### src/logic/pmcap_map.svh
// Purpose: Offsets, field positions, reset values and timing of the power capability bank
// Assumes: Byte offsets in function configuration space, dword reads
// Notes:   Macros only; included by bare name
`ifndef PMCAP_MAP_SVH
`define PMCAP_MAP_SVH

// Register byte offsets
`define PMCAP_OFS_LATENCY 8'h3E
`define PMCAP_OFS_CAP_HDR 8'h44
`define PMCAP_OFS_CAPS 8'h46
`define PMCAP_OFS_GEN_CTRL 8'h4C

// Aligned dwords holding the registers
`define PMCAP_DW_LATENCY 6'h0F
`define PMCAP_DW_CAP 6'h11

// Byte lane positions inside those dwords
`define PMCAP_LANE_LATENCY 16
`define PMCAP_LANE_CAP_HDR 0
`define PMCAP_LANE_CAPS 16

// Reset and fixed values
`define PMCAP_LAT_RST 8'h04
`define PMCAP_NEXT_PTR 8'h00
`define PMCAP_CAP_CODE 8'h01
`define PMCAP_WAKE_SRC 4'hF
`define PMCAP_AUX_SELF 3'h0
`define PMCAP_AUX_55MA 3'h1
`define PMCAP_SPEC_REV 3'h2
`define PMCAP_CAPS_RST 16'h7E02

// General control field feeding the cold-wake bit
`define PMCAP_GCTRL_COLD_BIT 4

// Arbitration interval the default latency advertises
`define PMCAP_LAT_INTERVAL_NS 250
`define PMCAP_CLK_PERIOD_NS 10
`define PMCAP_LAT_INTERVAL_CYC (`PMCAP_LAT_INTERVAL_NS / `PMCAP_CLK_PERIOD_NS)

`endif

### src/logic/pmcap_pkg.sv
// Purpose: Types shared by the power capability bank
// Assumes: Nothing beyond the map header
// Notes:   Field layout of the capabilities word, msb first
package pmcap_pkg;
    typedef logic [7:0] pmcap_byte_t;
    typedef logic [31:0] pmcap_dword_t;
    typedef logic [7:0] pmcap_addr_t;

    typedef struct packed {
        logic cold_wake;
        logic [3:0] wake_source_states;
        logic second_sleep_state_capable;
        logic first_sleep_state_capable;
        logic [2:0] aux_current;
        logic dev_init;
        logic rsvd;
        logic wake_needs_bus_clock;
        logic [2:0] power_spec_revision;
    } pmcap_caps_s;

    typedef struct packed {
        logic [7:0] next_ptr;
        logic [7:0] capability_code;
    } pmcap_hdr_s;
endpackage

### src/logic/pmcap_if.sv
// Purpose: Carrier of register contents between the bank's own modules
// Assumes: Single clock
// Notes:   Latency comes from the holding module, the rest from the top
`timescale 1ns/1ps
interface pmcap_if;
    import pmcap_pkg::*;
    pmcap_byte_t latency;
    pmcap_hdr_s hdr;
    pmcap_caps_s caps;
    modport lat_mp (output latency);
    modport top_mp (output hdr, output caps);
    modport rd_mp (input latency, input hdr, input caps);
endinterface

### src/logic/pmcap_top.sv
// Purpose: Power management capability registers of the card reader function
// Assumes: Config requests are synchronous to clk; sys_rst is the global reset
// Notes:   Read-only to the host; latency byte reloadable by the serial loader
//
// Overview of operation
// - Latency byte resets to 04h and changes only by a load from the serial loader.
// - The default latency asks for the bus about every 0.25 us, a very high priority.
// - Capability header bits 15..8, the next pointer, read 00h.
// - Capability header bits 7..0, the capability code, read 01h.
// - Capabilities bit 15 follows the cold-wake enable bit of general control 4Ch bit 4.
// - Capabilities bits 14..11 read 1111b for wake from D3hot, D2, D1 and D0.
// - Capabilities bit 10 reads one for Second_sleep_state_capable.
// - Capabilities bit 9 reads one for First_sleep_state_capable.
// - Aux current bits 8..6 read 000b when bit 15 is clear, else 001b for 55 mA.
// - Capabilities bit 5 reads zero, no special initialization needed.
// - Capabilities bit 4 is reserved and reads zero.
// - Capabilities bit 3 reads zero, no bus clock needed to raise a wake event.
// - Capabilities bits 2..0 read 010b for power spec revision 1.1.
// - The cold-wake enable bit is cleared by the global reset or by a general control write of zero.
`timescale 1ns/1ps
`include "pmcap_map.svh"
module pmcap_top #(
    parameter logic [7:0] LAT_RESET = `PMCAP_LAT_RST
) (
    input wire logic clk,
    input wire logic sys_rst,
    input wire logic cfg_rd,
    input wire logic cfg_wr,
    input wire pmcap_pkg::pmcap_addr_t cfg_addr,
    output pmcap_pkg::pmcap_dword_t cfg_rdata,
    output logic cfg_ack,
    output logic cfg_hit,
    input wire logic eeprom_lat_load,
    input wire pmcap_pkg::pmcap_byte_t eeprom_lat_data,
    input wire logic gctrl_wr,
    input wire logic gctrl_cold_wake_data,
    output logic cold_wake_enable_ctrl,
    output logic wake_from_cold_state_capable
);
    import pmcap_pkg::*;

    // Interval the latency byte is meant to convey, in clk cycles
    localparam int LAT_INTERVAL_CYC = `PMCAP_LAT_INTERVAL_CYC;

    pmcap_if cif ();

    logic cold_wake_r;
    logic cold_wake_nxt;
    pmcap_caps_s caps;
    pmcap_hdr_s hdr;

    // Shadow of general control bit; a function-level reset must not touch it
    always_comb begin
        cold_wake_nxt = cold_wake_r;
        if (gctrl_wr) begin
            cold_wake_nxt = gctrl_cold_wake_data;
        end
    end

    always_ff @(posedge clk) begin
        if (sys_rst) begin
            cold_wake_r <= 1'b0;
        end else begin
            cold_wake_r <= cold_wake_nxt;
        end
    end

    always_comb begin
        hdr.next_ptr = `PMCAP_NEXT_PTR;
        hdr.capability_code = `PMCAP_CAP_CODE;
    end

    always_comb begin
        caps.cold_wake = cold_wake_r;
        caps.wake_source_states = `PMCAP_WAKE_SRC;
        caps.second_sleep_state_capable = 1'b1;
        caps.first_sleep_state_capable = 1'b1;
        caps.aux_current = cold_wake_r ? `PMCAP_AUX_55MA : `PMCAP_AUX_SELF;
        caps.dev_init = 1'b0;
        caps.rsvd = 1'b0;
        caps.wake_needs_bus_clock = 1'b0;
        caps.power_spec_revision = `PMCAP_SPEC_REV;
    end

    assign cif.hdr = hdr;
    assign cif.caps = caps;
    assign cold_wake_enable_ctrl = cold_wake_r;
    assign wake_from_cold_state_capable = cold_wake_r;

    // Latency default chosen for a 0.25 us need interval
    pmcap_lat #(
        .RESET_VAL(LAT_RESET)
    ) u_lat (
        .clk(clk),
        .sys_rst(sys_rst),
        .load_stb(eeprom_lat_load),
        .load_data(eeprom_lat_data),
        .cif(cif.lat_mp)
    );

    pmcap_rd u_rd (
        .clk(clk),
        .sys_rst(sys_rst),
        .cfg_rd(cfg_rd),
        .cfg_wr(cfg_wr),
        .cfg_addr(cfg_addr),
        .cif(cif.rd_mp),
        .cfg_rdata(cfg_rdata),
        .cfg_ack(cfg_ack),
        .cfg_hit(cfg_hit)
    );

    property p_lat_reset;
        @(posedge clk)
        $fell(sys_rst) |-> cif.latency == `PMCAP_LAT_RST;
    endproperty
    a_lat_reset: assert property (p_lat_reset)
        else $error("latency byte not 04h after reset");

    property p_lat_interval;
        @(posedge clk)
        $fell(sys_rst) |-> (cif.latency == LAT_RESET) && (LAT_INTERVAL_CYC == 25);
    endproperty
    a_lat_interval: assert property (p_lat_interval)
        else $error("latency default or its 25 cycle interval is wrong");

    property p_hdr;
        @(posedge clk) disable iff (sys_rst)
        cfg_rd && cfg_addr[7:2] == `PMCAP_DW_CAP |=> cfg_rdata[15:8] == 8'h00;
    endproperty
    a_hdr: assert property (p_hdr)
        else $error("next capability pointer did not read 00h");

    property p_code;
        @(posedge clk) disable iff (sys_rst)
        cfg_rd && cfg_addr[7:2] == `PMCAP_DW_CAP |=> cfg_rdata[7:0] == 8'h01;
    endproperty
    a_code: assert property (p_code)
        else $error("capability code did not read 01h");

    property p_cold_follow;
        @(posedge clk) disable iff (sys_rst)
        gctrl_wr |=> (wake_from_cold_state_capable == $past(gctrl_cold_wake_data))
            && (caps.cold_wake == $past(gctrl_cold_wake_data));
    endproperty
    a_cold_follow: assert property (p_cold_follow)
        else $error("cold wake bit did not follow general control");

    property p_fixed;
        @(posedge clk) disable iff (sys_rst)
        cfg_rd && cfg_addr[7:2] == `PMCAP_DW_CAP
            |=> (cfg_rdata[30:25] == 6'h3F) && (cfg_rdata[21:16] == 6'h02);
    endproperty
    a_fixed: assert property (p_fixed)
        else $error("fixed capability bits wrong");

    property p_aux;
        @(posedge clk) disable iff (sys_rst)
        cfg_rd && cfg_addr[7:2] == `PMCAP_DW_CAP
            |=> cfg_rdata[24:22] == (cfg_rdata[31] ? 3'h1 : 3'h0);
    endproperty
    a_aux: assert property (p_aux)
        else $error("aux current field does not match cold wake bit");

    property p_cold_clear;
        @(posedge clk) disable iff (sys_rst)
        $fell(cold_wake_r) |-> $past(gctrl_wr) && !$past(gctrl_cold_wake_data);
    endproperty
    a_cold_clear: assert property (p_cold_clear)
        else $error("cold wake bit cleared without reset or control write");

    property p_wr_noeffect;
        @(posedge clk) disable iff (sys_rst)
        cfg_wr && !eeprom_lat_load |=> $stable(cif.latency) && cfg_ack;
    endproperty
    a_wr_noeffect: assert property (p_wr_noeffect)
        else $error("host write altered latency or was not acknowledged");
endmodule // pmcap_top

### src/logic/pmcap_lat.sv
// Purpose: Holds the bus latency limit byte
// Assumes: Load strobe from the serial configuration loader, one cycle
// Notes:   Host writes never reach this module
`timescale 1ns/1ps
`include "pmcap_map.svh"
module pmcap_lat #(
    parameter logic [7:0] RESET_VAL = `PMCAP_LAT_RST
) (
    input wire logic clk,
    input wire logic sys_rst,
    input wire logic load_stb,
    input wire pmcap_pkg::pmcap_byte_t load_data,
    pmcap_if.lat_mp cif
);
    import pmcap_pkg::*;

    pmcap_byte_t bus_latency_limit_r;
    pmcap_byte_t bus_latency_limit_nxt;

    always_comb begin
        bus_latency_limit_nxt = bus_latency_limit_r;
        if (load_stb) begin
            bus_latency_limit_nxt = load_data;
        end
    end

    always_ff @(posedge clk) begin
        if (sys_rst) begin
            bus_latency_limit_r <= RESET_VAL;
        end else begin
            bus_latency_limit_r <= bus_latency_limit_nxt;
        end
    end

    assign cif.latency = bus_latency_limit_r;

    property p_lat_load;
        @(posedge clk) disable iff (sys_rst)
        load_stb |=> (bus_latency_limit_r == $past(load_data));
    endproperty
    a_lat_load: assert property (p_lat_load)
        else $error("latency byte did not take the loader value");

    property p_lat_hold;
        @(posedge clk) disable iff (sys_rst)
        !load_stb |=> $stable(bus_latency_limit_r);
    endproperty
    a_lat_hold: assert property (p_lat_hold)
        else $error("latency byte changed without a loader strobe");
endmodule // pmcap_lat

### src/logic/pmcap_rd.sv
// Purpose: Answers configuration reads and writes aimed at the bank
// Assumes: One request per cycle at most, dword aligned address
// Notes:   Answer one cycle after the request; bytes of other blocks read zero
`timescale 1ns/1ps
`include "pmcap_map.svh"
module pmcap_rd (
    input wire logic clk,
    input wire logic sys_rst,
    input wire logic cfg_rd,
    input wire logic cfg_wr,
    input wire pmcap_pkg::pmcap_addr_t cfg_addr,
    pmcap_if.rd_mp cif,
    output pmcap_pkg::pmcap_dword_t cfg_rdata,
    output logic cfg_ack,
    output logic cfg_hit
);
    import pmcap_pkg::*;

    pmcap_dword_t rdata_r;
    pmcap_dword_t rdata_nxt;
    logic ack_r;
    logic ack_nxt;
    logic hit_r;
    logic hit_nxt;
    logic [5:0] dw;

    assign dw = cfg_addr[7:2];

    always_comb begin
        rdata_nxt = rdata_r;
        ack_nxt = cfg_rd | cfg_wr;
        hit_nxt = 1'b0;
        if (cfg_rd) begin
            rdata_nxt = '0;
            if (dw == `PMCAP_DW_LATENCY) begin
                rdata_nxt[`PMCAP_LANE_LATENCY +: 8] = cif.latency;
                hit_nxt = 1'b1;
            end else if (dw == `PMCAP_DW_CAP) begin
                rdata_nxt[`PMCAP_LANE_CAP_HDR +: 16] = cif.hdr;
                rdata_nxt[`PMCAP_LANE_CAPS +: 16] = cif.caps;
                hit_nxt = 1'b1;
            end
        end else if (cfg_wr) begin
            // Writes are acknowledged and dropped
            hit_nxt = (dw == `PMCAP_DW_LATENCY) || (dw == `PMCAP_DW_CAP);
        end
    end

    always_ff @(posedge clk) begin
        if (sys_rst) begin
            rdata_r <= 32'h0000_0000;
            ack_r <= 1'b0;
            hit_r <= 1'b0;
        end else begin
            rdata_r <= rdata_nxt;
            ack_r <= ack_nxt;
            hit_r <= hit_nxt;
        end
    end

    assign cfg_rdata = rdata_r;
    assign cfg_ack = ack_r;
    assign cfg_hit = hit_r;

    property p_rd_cap;
        @(posedge clk) disable iff (sys_rst)
        (cfg_rd && dw == `PMCAP_DW_CAP)
            |=> cfg_ack && cfg_hit && cfg_rdata == {$past(cif.caps), $past(cif.hdr)};
    endproperty
    a_rd_cap: assert property (p_rd_cap)
        else $error("capability dword read returned wrong data");
endmodule // pmcap_rd

### config.mk
export PLATFORM = sky130hd
export DESIGN_NAME = pmcap_top
export DESIGN_NICKNAME = d
export VERILOG_FILES = /design/src/logic/pmcap_pkg.sv /design/src/logic/pmcap_if.sv /design/src/logic/pmcap_top.sv /design/src/logic/pmcap_lat.sv /design/src/logic/pmcap_rd.sv
export VERILOG_INCLUDE_DIRS = /design/src /design/src/logic
export SDC_FILE = /design/constraint.sdc
export NUM_CORES = 1
export LEC_CHECK = 0
export BUFFER_PORTS_ARGS = -buffer_cell sky130_fd_sc_hd__buf_2
export CAP_MARGIN = 10
export CORE_MARGIN = 2
export CORE_UTILIZATION = 38
export CTS_CLUSTER_DIAMETER = 50
export DETAILED_ROUTE_END_ITERATION = 10
export PLACE_DENSITY = 0.74
export RECOVER_POWER = 50
export SLEW_MARGIN = 20
export SYNTH_ARGS = -nofsm -noshare
export SYNTH_HDL_FRONTEND = slang
export SYNTH_SLANG_ARGS = --single-unit
### constraint.sdc
create_clock -name clk -period 0.9 [get_ports clk]
set_input_delay 0.045 -clock clk [delete_from_list [all_inputs] [get_ports clk]]
set_output_delay 0.045 -clock clk [all_outputs]
set_load 0.05 [all_outputs]
==> reports/results.tsv, run 1 <==
metric	value	unit
HPWL Detailed	1.53	mm
crit share post-route	107	%
htree depth	1	
critical path, cell by cell	buf_6	
Iter 0 DRT Violations	11	
yosys warns	0	
adder and majority gate portion of the synthesized area	0	%
non-filler cells, final	185	
Crit Path Category	reg -> out	
Max-cap violations	0	
largest net degree at the start of global routing	22	
DR vias	836	
TritonCTS buffer count	3	
total power	0.00188	W
Final #Nets	179	
Final GP Congestion	0.791	
M1 GR Usage	16.7	%
final core utilization	57.3	%
share of cells above drive strength 1	43.9	%
post-synthesis compound-gate area fraction	8.26	%
GRT met2 Usage	22.4	%
Hold WC Path Type	in -> reg	
GR Util All Layers	13.5	%
clk buf depth	2	
Initial Util	40.6	%
Mapped Cells	109	
Site Rows	18	
Min Hold Slack	-0.156	ps
Max VDD drop	0.743	mV
slowest cell delay on critical path	430	ps
ANT cells	0	
grt peak-use layer	met2	
core area	2500	µm²
largest family of logic cells by synthesized area	simple AND/OR/NAND/NOR gates	
iteration count of the initial detailed-routing pass	4	
RSZ-0062 raised after global routing	true	
Final min period	965	ps
Routed Antenna Nets	0	
Avg Inst Size Synth	9.31	µm²
Top delay family on crit path	flip-flops	
worst reg2reg setup slack	50	ps
routed wire length	2.08	mm
Setup-failing EPs final	9	
Port-buffer cells	40	
sequential area share after synthesis	41.4	%
CP bufs+invs	1	
post-synthesis cell type count	21	
pre-CTS WS	-143	ps
Avg WL per Cell	11.2	µm
Placed Instances	170	
Worst Skew	9.90	ps
fmax	1040	MHz
Remaining DRCs	0	
CTS tree	done	
post-route setup TNS	-461	ps
XOR/XNOR Fraction of Synth Area	0	%
Req. time, crit path	850	ps
Synth Cell Area	1010	µm²
crit path capture type	primary output	
Post-Synth Simple-Gate Area	21.8	%
die footprint	3100	µm²
flops & latches, synth	21	
Worst Path Arrival	920	ps
multiplexer share of the synthesized area	7.89	%
Vias/cell	4.52	
die width	55.7	µm
CP Max Fanout	8	
CP max stage cell	dfxtp_4	
crit path launch type	register	
I/O Pins	59	
commonest non-fill, non-tap cell in the layout	buf_2	
GRT overflow	0	
first-pass GRT wire length	3.31	mm
status	complete, but fails checks	
clock root cell	clkbuf_4	
vias in the first global route	720	
Slew Limit Fails	0	
cell leakage power	0.643	nW
Cell Pwr Density	1310	nW/µm²
Num Clock Sinks	21	
commonest cells after routing, fill and taps aside	20 x buf_2, 16 x conb_1, 16 x buf_6	
Chip Height	55.7	µm
post-route setup slack	-65.3	ps
M3 GR Usage	2.09	%
Clock transition at path regs	120	ps
violated checks	negative hold slack, negative setup slack	
final hold vios	1	
initial antenna violation count	0	
Layout area overhead	41.2	%
clock network latency to the later pin of the worst-skew pair	310	ps
## sequential cells by signal, indices dropped and copies added, names as in the netlist
name / cells
u_rd.cfg_ack: 1
u_lat.cif.latency: 8
u_rd.cfg_hit: 1
cold_wake_enable_ctrl: 1
u_rd.cfg_rdata: 10
## per-stage QoR
stage | area, µm² | hold WS [ps]
floorplan | 1080 | 144
global placement | 1160 | 257
detailed placement | 1160 | 260
CTS | 1400 | 9.68
global route | 1430 | 17.7
finish | 1430 | -0.156
## cells in the mapped netlist
cell type / instances / area share [%]
nor2b_2: 1 / 0.86
o21ai_1: 1 / 0.49
dfxtp_1: 21 / 41
a21oi_1: 8 / 3.9
mux2i_1: 8 / 7.9
nor2b_1: 1 / 0.62
nand2b_1: 8 / 4.9
and4b_1: 1 / 0.99
nor2_1: 12 / 4.4
nand3_1: 3 / 1.5
nor3_1: 1 / 0.49
buf_4: 24 / 18
nand2_1: 1 / 0.37
nand4_1: 7 / 4.3
a211o_1: 1 / 0.86
nor4b_4: 1 / 2.3
buf_2: 2 / 0.99
a311oi_2: 2 / 3.0
nand3_2: 1 / 0.99
clkbuf_1: 4 / 1.5
conb_1: 1 / 0.37
## logic make-up (layout without fill, tap and decap cells)
| group | after synthesis | in the layout |
|---|---|---|
| and+or+nand+nor | 37 | 37 |
| buffers and inverters | 30 | 61 |
| DFF | 21 | 21 |
| AOI/OAI and AO/OA | 12 | 12 |
| muxes | 8 | 8 |
| other | 1 | 16 |
## area by class of cell
type,count,area [µm²]
Sequential cell,21,439
Timing Repair Buffer,57,478
Multi-Input combinational cell,73,450
Tap cell,30,37.5
Fill cell,212,1070
Clock buffer,3,22.5
Clock inverter,1,5.00
## per-layer routing
layer  wire length (µm)  vias to the layer above
met5                  0                        -
met4                 55                        0
met3                122                        5
met2               1050                       38
met1                856                      371
li1                   -                      422
## report_power, final
| part | leakage [nW] | switching (W) | internal [W] |
|---|---|---|---|
| Sequential | 0.178 | 0.0000216 | 0.000959 |
| Combinational | 0.448 | 0.000299 | 0.000150 |
| Clock | 0.0177 | 0.000285 | 0.000166 |
| Total | 0.643 | 0.000606 | 0.00128 |
## final timing paths
check | from | endpoint | cells after the start
max | u_rd.cfg_rdata[30]$_SDFFE_PP0P_ | cfg_rdata[27] | 1
min | eeprom_lat_data[4] | u_lat.cif.latency[4]$_SDFFE_PP0P_ | 3
max reg2reg | cold_wake_enable_ctrl$_SDFFE_PP0P_ | u_rd.cfg_rdata[22]$_SDFFE_PP0P_ | 3
min reg2reg | u_rd.cfg_rdata[20]$_SDFFE_PP0P_ | u_rd.cfg_rdata[20]$_SDFFE_PP0P_ | 2
## repair_timing
item	in CTS	in global routing
pin swaps	0	1
setup endpoints to repair	20	18
buffers inserted	1	0
hold endpoints to repair	9	0
hold buffers	10	0
gates resized for setup	35	10
No activity file was read; power rests on OpenSTA's default activity.
==> inputs of run 2 (changes only) <==
CORE_UTILIZATION = 46   (was 38)
PLACE_DENSITY = unset   (was 0.74)
PLACE_DENSITY_LB_ADDON = 0.2   (was unset)
SYNTH_HIERARCHICAL = 1   (was unset)
==> run 2 against run 1 <==
The run now ends clean. Die area rose by 42%. Fmax rose by 9.3%. Clock power rose to 2.9 times the previous value. Flip-flop and latch count rose by 22. Critical path depth did not move. Count of clock-buffer cells in the layout rose by 5. Register-to-register slack improved by 30 ps.
==> reports/results.tsv, run 2 <==
metric	value	unit	change
Max VDD drop	0.854	mV	was 0.743 mV
CP Max Fanout	5		was 8
RSZ-0062 raised after global routing	true		unchanged
Cell Pwr Density	1470	nW/µm²	was 1310 nW/µm²
commonest non-fill, non-tap cell in the layout	buf_4		was buf_2
top cell type's share of synthesized area	48.0	%	was 41.4%
iteration count of the initial detailed-routing pass	4		unchanged
clock root cell	clkbuf_8		was clkbuf_4
Routed Antenna Nets	0		unchanged
Avg Inst Size Synth	9.10	µm²	was 9.31 µm²
flops & latches, synth	43		was 21
predominant post-synthesis flop cell	dfxtp_1		unchanged
ANT cells	0		unchanged
core area	3720	µm²	was 2500 µm²
Sw Ratio	24.4	%	was 32.2%
Slew Limit Fails	0		unchanged
CTS tree	done		unchanged
Top delay family on crit path	flip-flops		unchanged
Site Rows	22		was 18
Flop pwr share	52.3	%	was 52.1%
Avg WL per Cell	11.6	µm	was 11.2 µm
CP max stage cell	dfxtp_4		unchanged
most frequent cell after synthesis	dfxtp_1		was buf_4
I/O Pins	59		unchanged
CP bufs+invs	1		unchanged
die width	66.4	µm	was 55.7 µm
crit path launch type	register		unchanged
post-route setup TNS	0	ps	was -461 ps
yosys warns	6		was 0
Final #Nets	306		was 179
Remaining DRCs	0		unchanged
Iter 0 DRT Violations	125		was 11
Worst Path Arrival	840	ps	was 920 ps
Num Clock Sinks	43		was 21
Final GP Congestion	0.744		was 0.791
clk buf depth	2		unchanged
routed wire length	3.85	mm	was 2.08 mm
HPWL Detailed	2.64	mm	was 1.53 mm
ys async rst share	0	%	unchanged
GR Util All Layers	19.1	%	was 13.5%
Layout area overhead	43.4	%	was 41.2%
slowest cell delay on critical path	390	ps	was 430 ps
TritonCTS buffer count	5		was 3
Placed Instances	318		was 170
Final min period	883	ps	was 965 ps
status	completed		was complete, but fails checks
cell leakage power	1.06	nW	was 0.643 nW
critical path, cell by cell	buf_6		unchanged
synth cell count leaders	43 x dfxtp_1, 24 x a21oi_1, 24 x nand2b_1, 24 x nand4_1, 18 x nor2_1		was 24 x buf_4, 21 x dfxtp_1, 12 x nor2_1
non-filler cells, final	332		was 185
Setup-failing EPs final	0		was 9
Logic pwr share	13.7	%	was 23.9%
commonest cells after routing, fill and taps aside	38 x buf_4, 30 x conb_1, 28 x dfxtp_1		was 20 x buf_2, 16 x conb_1, 16 x buf_6
Post-synth EDFFs	0		unchanged
Mapped Cells	197		was 109
clock network latency to the later pin of the worst-skew pair	280	ps	was 310 ps
share of cells above drive strength 1	34.5	%	was 43.9%
Post-CTS Setup Bufs	0		was 1
Chip Height	66.4	µm	was 55.7 µm
sequential area share after synthesis	48.0	%	was 41.4%
vias in the first global route	1480		was 720
Clock transition at path regs	80	ps	was 120 ps
Clk network pwr share	34.0	%	was 24.0%
Initial Util	48.2	%	was 40.6%
Hold WC Path Type	in -> reg		unchanged
htree depth	2		was 1
Internal Power	0.00287	W	was 0.00128 W
largest net degree at the start of global routing	46		was 22
Crit Path Category	reg -> out		unchanged
Worst Skew	3.87	ps	was 9.90 ps
die footprint	4410	µm²	was 3100 µm²
initial antenna violation count	0		unchanged
Synth Cell Area	1790	µm²	was 1010 µm²
post-synthesis cell type count	23		was 21
DR vias	1616		was 836
GRT overflow	0		unchanged
Req. time, crit path	850	ps	about the same
Port-buffer cells	56		was 40
crit share post-route	98.2	%	was 107%
first-pass GRT wire length	6.50	mm	was 3.31 mm
final hold vios	0		was 1
Vias/cell	4.87		was 4.52
fmax	1130	MHz	was 1040 MHz
max reg flops	32		was 10
top post-synthesis cells by area	dfxtp_1 48%, nand2b_1 8.4%, nand4_1 8.4%, a21oi_1 6.7%, mux2i_1 4.5%		was dfxtp_1 41%, buf_4 18%, mux2i_1 7.9%, nand2b_1 4.9%, nor2_1 4.4%
final core utilization	69.2	%	was 57.3%
Max-cap violations	0		unchanged
crit path capture type	primary output		unchanged
Switch Pwr	0.000923	W	was 0.000606 W
Yosys top cell by area	dfxtp_1		unchanged
==> run 2: repair_timing <==
action	in CTS	in global routing
endpoints found under the setup margin	36	3
resized for setup	41	1
endpoints found under the hold margin	6	0
hold buffers	6	0
==> run 2: path summary, 6_finish.rpt <==
check / start / to / slack, ps / cells past startpoint
min: eeprom_lat_data[4] / u_lat/cif.latency[4]$_SDFFE_PP0P_ / 10 / 3
max reg2reg: u_lat/cif.latency[0]$_SDFFE_PP0P_ / u_rd/cfg_rdata[16]$_SDFFE_PP0P_ / 80 / 2
max: cold_wake_enable_ctrl$_SDFFE_PP0P_ / wake_from_cold_state_capable / 20 / 1
min reg2reg: u_rd/cfg_rdata[28]$_SDFFE_PP0P_ / u_rd/cfg_rdata[28]$_SDFFE_PP0P_ / 470 / 2
==> run 2: kinds of logic (layout without fill, tap and decap cells) <==
logic type | count (synthesis) | in the layout | synth area share [%]
AND/OR/NAND/NOR | 87 | 87 | 28.0
multiplexers | 8 | 8 | 4.47
buffers and inverters | 23 | 82 | 6.00
AO/OA/AOI/OAI | 34 | 34 | 13.1
flip-flops | 43 | 43 | 48.0
other | 2 | 30 | 0.419
==> run 2: power by group through the flow <==
| stage | Sequential [W] | Clock [W] | Combinational (W) |
|---|---|---|---|
| floorplan | 0.00211 | 0 | 0.000242 |
| global placement | 0.00203 | 0 | 0.000477 |
| detailed placement | 0.00203 | 0 | 0.000481 |
| CTS | 0.00198 | 0.00135 | 0.000522 |
| global route | 0.00199 | 0.00141 | 0.000562 |
| finish | 0.00198 | 0.00129 | 0.000519 |
==> run 2: cell type report <==
class                   count  area (µm²)
fillers                   319        1140
multi-input cells         159         928
flip-flops and latches     43         882
repair buffers             74         601
clock buffers               8         100
well taps                  48        60.1
==> run 2: through the flow <==
stage | setup WS [ps] | hold slack (ps) | total power, W | instance area (µm²)
2_1_floorplan | -86.8 | 110 | 0.00235 | 1960
3_3_place_gp | -181 | 253 | 0.00250 | 2320
3_5_place_dp | -211 | 255 | 0.00251 | 2320
4_1_cts | 5.67 | 2.85 | 0.00386 | 2590
5_1_grt | -16.7 | 6.02 | 0.00396 | 2570
6_report | 16.6 | 10.9 | 0.00379 | 2570
==> run 2: layer usage <==
metal  share of wire (%)  global-route usage (%)
met5                   0                       0
met4                0.49                    6.12
met3                 4.7                    3.92
met2                  46                    31.4
met1                  49                    24.9
